**config.mk**
```make
export PLATFORM = sky130hd
export DESIGN_NAME = dps_ctrl_status
export DESIGN_NICKNAME = d
export VERILOG_FILES = /design/src/dps_pkg.sv /design/src/dps_stat_if.sv /design/src/dps_sync.sv /design/src/dps_sticky.sv /design/src/dps_ctrl_status.sv
export SDC_FILE = /design/constraint.sdc
export NUM_CORES = 1
export LEC_CHECK = 0
export BUFFER_PORTS_ARGS = -buffer_cell sky130_fd_sc_hd__buf_2
export CAP_MARGIN = 30
export CORE_MARGIN = 2
export CORE_UTILIZATION = 40
export CTS_CLUSTER_DIAMETER = 200
export DETAILED_ROUTE_END_ITERATION = 8
export PLACE_DENSITY = 0.68
export SYNTH_ARGS = -nofsm -noshare
export SYNTH_HDL_FRONTEND = slang
export SYNTH_SLANG_ARGS = --single-unit
```
**constraint.sdc**
```tcl
create_clock -name clk_i -period 1.8 [get_ports clk_i]
set_clock_uncertainty 0.1 [all_clocks]
set_input_delay 0.45 -clock clk_i [delete_from_list [all_inputs] [get_ports clk_i]]
set_output_delay 0.45 -clock clk_i [all_outputs]
set_load 0.02 [all_outputs]
```
**src/dps_pkg.sv**
```systemverilog
// Constants shared by the debug-port system control and status block.
// Assumes an 8-bit register path from the debug access layer.
package dps_pkg;
  // Register offsets on the access layer
  localparam logic [7:0] DPS_OFF_RESET_REQ = 8'h08;
  localparam logic [7:0] DPS_OFF_IF_CTRL = 8'h09;
  localparam logic [7:0] DPS_OFF_SYS_CTRL = 8'h0a;
  localparam logic [7:0] DPS_OFF_SYS_STATUS = 8'h0b;
  localparam logic [7:0] DPS_OFF_CRC_STATUS = 8'h0c;
  // System control field positions
  localparam int DPS_CTRL_CLOCK_REQUEST_BIT = 0;
  localparam int DPS_CTRL_FINAL_BIT = 1;
  // System status field positions
  localparam int DPS_STAT_LOCK_BIT = 0;
  localparam int DPS_STAT_UROW_BIT = 2;
  localparam int DPS_STAT_PROG_BIT = 3;
  localparam int DPS_STAT_SLEEP_BIT = 4;
  localparam int DPS_STAT_RST_BIT = 5;
  // Reset request read-back position
  localparam int DPS_RSTREQ_BIT = 0;
  // Reset values
  localparam logic [7:0] DPS_SYS_CTRL_RESET = 8'h00;
  localparam logic [7:0] DPS_SYS_STATUS_RESET = 8'h01;
  localparam logic [7:0] DPS_CRC_STATUS_RESET = 8'h00;
  localparam logic DPS_LOCK_RESET = 1'h1;
  // Interface clock select codes
  localparam logic [1:0] DPS_CLKSEL_RSVD = 2'h0;
  localparam logic [1:0] DPS_CLKSEL_16MHZ = 2'h1;
  localparam logic [1:0] DPS_CLKSEL_8MHZ = 2'h2;
  localparam logic [1:0] DPS_CLKSEL_4MHZ = 2'h3;
  // Reset request signature
  localparam logic [7:0] DPS_RESET_SIGNATURE = 8'h59;
  // Check engine status codes, one-hot
  localparam logic [2:0] DPS_CRC_OFF = 3'h0;
  localparam logic [2:0] DPS_CRC_BUSY = 3'h1;
  localparam logic [2:0] DPS_CRC_PASS = 3'h2;
  localparam logic [2:0] DPS_CRC_FAIL = 3'h4;
  // Synchronised status vector layout
  localparam int DPS_SYNC_WIDTH = 5;
endpackage

```
**src/dps_stat_if.sv**
```systemverilog
// Carrier for system-domain status after synchronisation.
// Assumes the synchroniser drives it and the control core only reads.
`timescale 1ns/1ps
`default_nettype none
interface dps_stat_if;
  logic sys_reset; // System domain held in reset
  logic sys_sleep; // System domain idle or deeper
  logic [2:0] crc; // Check engine status
  modport src (output sys_reset, output sys_sleep, output crc);
  modport dst (input sys_reset, input sys_sleep, input crc);
endinterface
`default_nettype wire

```
**src/dps_sync.sv**
```systemverilog
// Two-flop synchroniser for status coming from the system domain.
// Assumes inputs are asynchronous levels; codes change slowly enough to settle.
`timescale 1ns/1ps
`default_nettype none
module dps_sync
  import dps_pkg::*;
(
  input wire logic clk_i,
  input wire logic rst_n_i,
  input wire logic sys_reset_i,
  input wire logic sys_sleep_i,
  input wire logic [2:0] crc_status_i,
  dps_stat_if.src stat
);
  // Both stages in one state word
  typedef struct packed {
    logic [DPS_SYNC_WIDTH-1:0] meta;
    logic [DPS_SYNC_WIDTH-1:0] safe;
  } dps_sync_state_t;

  dps_sync_state_t cur_reg; // Registered stages
  dps_sync_state_t cur_next; // Next stages

  // First stage feeds only the second stage
  always_comb begin
    cur_next = cur_reg;
    cur_next.meta = {crc_status_i, sys_sleep_i, sys_reset_i};
    cur_next.safe = cur_reg.meta;
  end

  // Synchronous reset clears both stages
  always_ff @(posedge clk_i) begin
    if (!rst_n_i) begin
      cur_reg <= '0;
    end else begin
      cur_reg <= cur_next;
    end
  end

  assign stat.sys_reset = cur_reg.safe[0];
  assign stat.sys_sleep = cur_reg.safe[1];
  assign stat.crc = cur_reg.safe[4:2];
endmodule
`default_nettype wire

```
**src/dps_sticky.sv**
```systemverilog
// Sticky status flag, cleared by a read, where a set beats the clear.
// Assumes set and clear are same-clock pulses or levels.
`timescale 1ns/1ps
`default_nettype none
module dps_sticky (
  input wire logic clk_i,
  input wire logic rst_n_i,
  input wire logic set_i,
  input wire logic clr_i,
  output logic flag_o
);
  // Single flag word
  typedef struct packed {
    logic flag;
  } dps_sticky_state_t;

  dps_sticky_state_t cur_reg; // Held flag
  dps_sticky_state_t cur_next; // Next flag

  // Set wins so a reset seen during the read is not lost
  always_comb begin
    cur_next = cur_reg;
    cur_next.flag = set_i | (cur_reg.flag & ~clr_i);
  end

  // Flag register
  always_ff @(posedge clk_i) begin
    if (!rst_n_i) begin
      cur_reg <= '0;
    end else begin
      cur_reg <= cur_next;
    end
  end

  assign flag_o = cur_reg.flag;
endmodule
`default_nettype wire

```
**src/dps_ctrl_status.sv**
```systemverilog
// Debug-port system control and status registers on the access layer.
// Assumes key status and ready levels come from same-clock debug logic,
// and that system reset, sleep and check status arrive asynchronously.
//
// Behaviour
// - Two-bit clock select, default 4 MHz.
// - Final bit write starts user-row flash write.
// - Final bit writable only with user-row key.
// - Clock request held while bit is one.
// - Enable sets clock request, disable clears.
// - Reset-active bit sticky, cleared on read.
// - Sleep bit mirrors system sleep state.
// - Programming-ready bit shows programming may start.
// - User-row-ready bit shows user-row programming allowed.
// - Lock bit resets one, follows lock.
// - Check status reported as one-hot code.
// - Signature write asserts reset, others release.
`timescale 1ns/1ps
`default_nettype none
module dps_ctrl_status
  import dps_pkg::*;
(
  input wire logic clk_i,
  input wire logic rst_n_i,
  input wire logic interface_enable_i,
  input wire logic [7:0] reg_addr_i,
  input wire logic reg_wr_i,
  input wire logic reg_rd_i,
  input wire logic [7:0] reg_wdata_i,
  output logic [7:0] reg_rdata_o,
  input wire logic user_row_key_i,
  input wire logic programming_ready_i,
  input wire logic user_row_ready_i,
  input wire logic lock_i,
  input wire logic sys_reset_i,
  input wire logic sys_sleep_i,
  input wire logic [2:0] crc_status_i,
  output logic [1:0] interface_clock_select_o,
  output logic clock_request_o,
  output logic system_reset_req_o,
  output logic user_row_final_o
);
  import dps_pkg::*;

  // All control state in one word
  typedef struct packed {
    logic [1:0] clk_sel; // Interface clock code
    logic clk_req; // System clock request
    logic rst_req; // Reset held from request register
    logic row_final; // One-cycle user-row commit
    logic en_d; // Enable seen last cycle
    logic lock; // Lock state copy
    logic [7:0] rdata; // Read data
  } dps_ctrl_state_t;

  dps_ctrl_state_t cur_reg; // Registered state
  dps_ctrl_state_t cur_next; // Next state
  logic wr_ok; // Write allowed this cycle
  logic rd_status; // Read of system status
  logic rst_flag; // Sticky reset-active flag
  logic rst_set; // Any system reset source
  logic [7:0] status_val; // Assembled status byte
  logic [7:0] ctrl_val; // Assembled control byte
  logic row_commit; // Keyed write of the final bit

  dps_stat_if stat ();

  // System-domain levels are made safe before anything reads them
  dps_sync u_sync (
    .clk_i(clk_i),
    .rst_n_i(rst_n_i),
    .sys_reset_i(sys_reset_i),
    .sys_sleep_i(sys_sleep_i),
    .crc_status_i(crc_status_i),
    .stat(stat)
  );

  // Reset from the system or from our own request both count
  assign rst_set = stat.sys_reset | cur_reg.rst_req;
  assign rd_status = reg_rd_i && (reg_addr_i == DPS_OFF_SYS_STATUS);

  // Reset-active flag survives until software has seen it
  dps_sticky u_rst_flag (
    .clk_i(clk_i),
    .rst_n_i(rst_n_i),
    .set_i(rst_set),
    .clr_i(rd_status),
    .flag_o(rst_flag)
  );

  // Status byte, reserved bits read zero
  always_comb begin
    status_val = '0;
    status_val[DPS_STAT_RST_BIT] = rst_flag;
    status_val[DPS_STAT_SLEEP_BIT] = stat.sys_sleep;
    status_val[DPS_STAT_PROG_BIT] = programming_ready_i;
    status_val[DPS_STAT_UROW_BIT] = user_row_ready_i;
    status_val[DPS_STAT_LOCK_BIT] = cur_reg.lock;
  end

  // Control byte, upper bits are read-only zero
  always_comb begin
    ctrl_val = DPS_SYS_CTRL_RESET;
    ctrl_val[DPS_CTRL_CLOCK_REQUEST_BIT] = cur_reg.clk_req;
    ctrl_val[DPS_CTRL_FINAL_BIT] = cur_reg.row_final;
  end

  // Writes only land while the interface is up
  assign wr_ok = reg_wr_i && interface_enable_i;

  // Keyed final-bit write; the checks below measure the pulse against it
  assign row_commit = wr_ok && (reg_addr_i == DPS_OFF_SYS_CTRL)
    && reg_wdata_i[DPS_CTRL_FINAL_BIT] && user_row_key_i;

  // Next-state logic for every register and the read path
  always_comb begin
    cur_next = cur_reg;
    // Commit pulse lasts one cycle unless a new commit renews it
    cur_next.row_final = 1'h0;
    cur_next.en_d = interface_enable_i;
    cur_next.lock = lock_i;
    // Disabled interface drops back to its reset settings
    if (!interface_enable_i) begin
      cur_next.clk_sel = DPS_CLKSEL_4MHZ;
      cur_next.clk_req = 1'h0;
      cur_next.rst_req = 1'h0;
    end else if (!cur_reg.en_d) begin
      // Fresh enable raises the clock request by itself
      cur_next.clk_req = 1'h1;
    end
    // Register writes; read-only addresses fall through untouched
    if (wr_ok) begin
      case (reg_addr_i)
        DPS_OFF_SYS_CTRL: begin
          cur_next.clk_req = reg_wdata_i[DPS_CTRL_CLOCK_REQUEST_BIT];
          // Commit only once the user-row key is open
          if (reg_wdata_i[DPS_CTRL_FINAL_BIT] && user_row_key_i) begin
            cur_next.row_final = 1'h1;
          end
        end
        DPS_OFF_RESET_REQ: begin
          // Any value other than the signature releases the reset
          cur_next.rst_req = (reg_wdata_i == DPS_RESET_SIGNATURE);
        end
        DPS_OFF_IF_CTRL: begin
          // The reserved code would leave no clock, so it is refused
          if (reg_wdata_i[1:0] != DPS_CLKSEL_RSVD) begin
            cur_next.clk_sel = reg_wdata_i[1:0];
          end
        end
        default: begin
          // Status, check status and others ignore writes
          cur_next.clk_sel = cur_next.clk_sel;
        end
      endcase
    end
    // Read data is registered, so it appears one cycle after the strobe
    if (reg_rd_i) begin
      case (reg_addr_i)
        DPS_OFF_SYS_CTRL: begin
          cur_next.rdata = ctrl_val;
        end
        DPS_OFF_SYS_STATUS: begin
          cur_next.rdata = status_val;
        end
        DPS_OFF_CRC_STATUS: begin
          cur_next.rdata = {5'h00, stat.crc};
        end
        DPS_OFF_RESET_REQ: begin
          cur_next.rdata = '0;
          cur_next.rdata[DPS_RSTREQ_BIT] = cur_reg.rst_req;
        end
        DPS_OFF_IF_CTRL: begin
          cur_next.rdata = {6'h00, cur_reg.clk_sel};
        end
        default: begin
          // Unmapped offsets read as zero
          cur_next.rdata = '0;
        end
      endcase
    end
  end

  // State register with synchronous reset
  always_ff @(posedge clk_i) begin
    if (!rst_n_i) begin
      cur_reg.clk_sel <= DPS_CLKSEL_4MHZ;
      cur_reg.clk_req <= 1'h0;
      cur_reg.rst_req <= 1'h0;
      cur_reg.row_final <= 1'h0;
      cur_reg.en_d <= 1'h0;
      cur_reg.lock <= DPS_LOCK_RESET;
      cur_reg.rdata <= '0;
    end else begin
      cur_reg <= cur_next;
    end
  end

  // Outputs come straight from flops
  assign interface_clock_select_o = cur_reg.clk_sel;
  assign clock_request_o = cur_reg.clk_req;
  assign system_reset_req_o = cur_reg.rst_req;
  assign user_row_final_o = cur_reg.row_final;
  assign reg_rdata_o = cur_reg.rdata;
endmodule
`default_nettype wire

```
=== Yosys cells after proc, flatten, opt, wreduce, memory -nomap -nowiden ===
Index checks and enable logic that the tools add are counted.

* Register bits: 26
* Input bits: 30
* Output and inout bits: 13
* Logic and storage cells: 37

* Eq/ne operators: 6
* Mux-type cells: 12
* Bitwise operators: 4
* Reductions and logical operators: 5

{| class="wikitable"
|+ Operators by type and width
! kind !! number
|-
| $eq 8x4->1 const B || 5
|-
| $pmux 6 s5 || 1
|-
| $eq 8x7->1 const B || 1
|-
| $mux 1 || 7
|-
| $mux 2 || 3
|-
| $mux 5 || 1
|-
| $logic_and 1x1->1 || 3
|-
| $reduce_and 3->1 || 1
|-
| $or 1x1->1 || 2
|-
| $reduce_bool 2->1 || 1
|-
| $and 1x1->1 || 1
|-
| $not 1->1 || 1
|}

=== Logic depth before layout (Yosys ltp) ===
* Word-level depth: 5
* Depth in mapped cells: 5
* Mapped depth without buffers: 4

=== By module ===
From an unflattened synthesis, not the netlist that was laid out.

* Cell total of the unflattened synthesis: 105
* Area total of the unflattened synthesis: 1082.3 um2

{| class="wikitable"
|+ Modules (own cells, without submodules)
! module !! instances !! cells each !! area an instance (um2) !! seq. area each (um2)
|-
| dps_ctrl_status || 1 || 82 || 778.2 || 260.2
|-
| dps_sync || 1 || 20 || 262.8 || 200.2
|-
| dps_sticky || 1 || 3 || 41.3 || 20.0
|}

=== Least setup slack after synthesis ===
No wires, ideal clock.

* Kind: input to register
* From: input port reg_addr_i[5]
* To: register u_rst_flag.cur_reg (netlist: u_rst_flag.flag_o)
* Arrival time: 1.389 ns
* Required time: 1.580 ns
* Setup slack: 0.192 ns
* Stages on the path: 4
* Path buffers: 0
* Cell sequence: nor4_4 and4_4 a21boi_2 o31a_1

* Longest elaborated chain between the ends: 5

{| class="wikitable"
|+ Ends and longest elaborated chain
! element !! line !! source
|-
| start, declared || dps_ctrl_status.sv:26 || <nowiki>input wire logic [7:0] reg_addr_i,</nowiki>
|-
| $eq 8x4->1 || dps_ctrl_status.sv:80 || <nowiki>assign rd_status = reg_rd_i && (reg_addr_i == DPS_OFF_SYS_STATUS);</nowiki>
|-
| $logic_and 1x1->1 || dps_ctrl_status.sv:80 ||
|-
| $not 1->1 || dps_sticky.sv:23 || <nowiki>cur_next.flag = set_i | (cur_reg.flag & ~clr_i);</nowiki>
|-
| $and 1x1->1 || dps_sticky.sv:23 ||
|-
| $or 1x1->1 || dps_sticky.sv:23 ||
|-
| end signal, assigned || dps_sticky.sv:31 || <nowiki>cur_reg <= cur_next;</nowiki>
|-
| end, declared || dps_sticky.sv:17 || <nowiki>dps_sticky_state_t cur_reg;</nowiki>
|}

Every way passes these cells.
A chain may end at the register's enable or synchronous reset.

=== Final worst setup path ===
* From: register cur_reg, in the netlist system_reset_req_o
* To: output port system_reset_req_o

{| class="wikitable"
|+ RTL lines
! element !! line !! source
|-
| start, declared || dps_ctrl_status.sv:56 || <nowiki>dps_ctrl_state_t cur_reg;</nowiki>
|-
| start signal, assigned || dps_ctrl_status.sv:195 || <nowiki>cur_reg <= cur_next;</nowiki>
|-
| end, declared || dps_ctrl_status.sv:40 || <nowiki>output logic system_reset_req_o,</nowiki>
|}

No word-level cell between the ends.

==> flow_summary.toml <==
[run_status]
status = "finished clean"

[placed_design]
dp.cells = 172
portBuffers = 40
pre_cts_slack_ps = 104
dpl.hpwl_um = 1550
placed_area_sq_um = 1210
place_congestion = 0.814

[synthesis]
synthArstFlopShare_pct = 0
synth_seq_cells = 24
synth_enable_flop_cells = 0
synthCells = 115
synth_area_leaders = "dfxtp_1, buf_4, and2_1"
yosysSeqAreaShare_pct = 45.3
post_synth_num_cell_types = 32
synth.top_cell.area_share_pct = 45.3
syn_area_sq_um = 1060
synth.most_common_cell = "dfxtp_1"
synth_area_per_cell_sq_um = 9.22
synth_top_cell_by_area = "dfxtp_1"
synth_ff_type = "dfxtp_1"
ys_warn_count = 0
synth_commonest_cells = "dfxtp_1, and2_1, buf_4, nand2_1, nand3_1"

[clock_tree]
cts_tree = "done"
clock_tree.buffer_depth = 2
clock_sinks = 24
htreeDepth = 1
ctsRootBufferMaster = "clkbuf_4"
clock_latency_ps = 290
path_clk_slew_ps = 110
postCtsHoldBufs = 0
cts_buffers = 3
cts_setup_buffers = 0
ctsResizeCount = 0

[die]
die_y_um = 55.5
floorplan.rows = 18
io_pins = 43
die_w_um = 55.5
start_util_pct = 42.4
die_area_sq_um = 3080
core_sq_um = 2500

[worst_setup_path]
required_ps = 1250
max_stage_delay_ps = 400
worst_ep_arrival_time_ps = 880
r2r_slack_ps = 720
startpoint_type = "flip-flop"
critical_path_class = "reg -> out"
cp_num_buf_inv = 1
crit_chain = "buf_2"
cp_max_fo = 4
critical-path-top-delay-family = "flip-flops"
critPathSlowestCell = "dfxtp_1"
crit_path_end_kind = "primary output"

[sta]
final_hold_viol_count = 0
tns_ps = 0
setup_viol = 0
rsz0062_at_grt = "false"
min_period_ps = 1430
worst_slack_ps = 374
drv_slew = 0
final.period_utilization_pct = 79.2
max_freq_mhz = 702
fin_hold_ws_ps = 232

[detailed_routing]
viasPerCell = 4.97
dr_wl_met3_um = 105
drtAntennaViolNets = 0
drc = 0
wl_per_cell_um = 11.0
routed.top_layer = "met3"
firstDrtPassIters = 4
num_vias = 869
wl_met2_um = 958
routed_wl_um = 1920
m1WireLength_um = 854
drt_iter0_markers = 13

[power]
irDropWorstVdd_mv = 0.437
power.total_uw = 864
p_per_area_nw_per_um2 = 701
p_leak_nw = 0.529

[grt]
grt_first_pass_wirelength_um = 3220
grt_usage_pct = 12.5
antenna_found_initial = 0
overflow = 0
grt_pass1_vias = 808
grt_max_degree = 25

[hold_path]
hp-class = "in -> reg"

[flow_run]
cap_violations = 0

[final_layout]
area_delta_synth_final_pct = 16.3
largest_reg_flops = 6
antennaDiodeCount = 0
fin_area_sq_um = 1230
nNetsFinal = 177
utilization_pct = 49.3
drive_gt1_share_pct = 34.5
final_cells = 175
[cell families after synthesis]
group	count (synthesis)	share of synthesized area, %
AOI/OAI and AO/OA	19	12.2
buffers and inverters	19	10.7
DFF	24	45.3
muxes	2	1.89
and+or+nand+nor	50	29.5
other	1	0.354
[per-layer routing]
metal | up-vias | GRT usage [%]
met5 | - | 0
met4 | 0 | 3.14
met3 | 0 | 2.34
met2 | 25 | 22.8
met1 | 390 | 15.0
li1 | 454 | -
[path summary, 6_finish.rpt]
kind	from	to	depth (start not counted)
worst max-delay path	system_reset_req_o	system_reset_req_o	1
worst min-delay path	lock_i	cur_reg[8]	2
worst max register to register	system_reset_req_o	reg_rdata_o[0]	4
worst min register to register	cur_reg[9]	clock_request_o	1
[placed cells by master (no fill, tap or decap)]
cell	n
a21boi_0	3
nor3_1	1
clkbuf_4	3
buf_4	1
nor2b_1	1
nor2_1	3
o211ai_1	2
o31a_1	1
a21oi_1	1
o22ai_1	3
o21ai_0	4
and2_2	2
nor4_4	1
nor4bb_1	2
and4_4	1
nand3b_1	3
inv_1	4
and2_1	10
a21boi_2	1
buf_2	40
nand4_1	6
a311oi_1	1
and4bb_2	1
nor3b_1	1
dfxtp_1	24
nand2_1	9
conb_1	2
a31oi_1	3
mux2i_1	2
nand2b_1	1
nand3_1	8
[final cells by class]
class | instances | area (sq um)
clock buffer | 3 | 22.5
inverter | 4 | 15.0
multi-input combinational | 73 | 469
fill | 239 | 1270
timing repair buffer | 41 | 208
sequential | 24 | 480
tap | 30 | 37.5
[power by group]
group	switching, mW	internal (mW)
sequential	0.00533	0.548
combinational	0.0534	0.0464
clock	0.133	0.0778
[worst register-to-register path: stages (launching register included)]
cell      delay [ps]
dfxtp_1          400
mux2i_1           90
o211ai_1         150
o21ai_0          110
a31oi_1          170
Power figures use the tool's default switching activity.
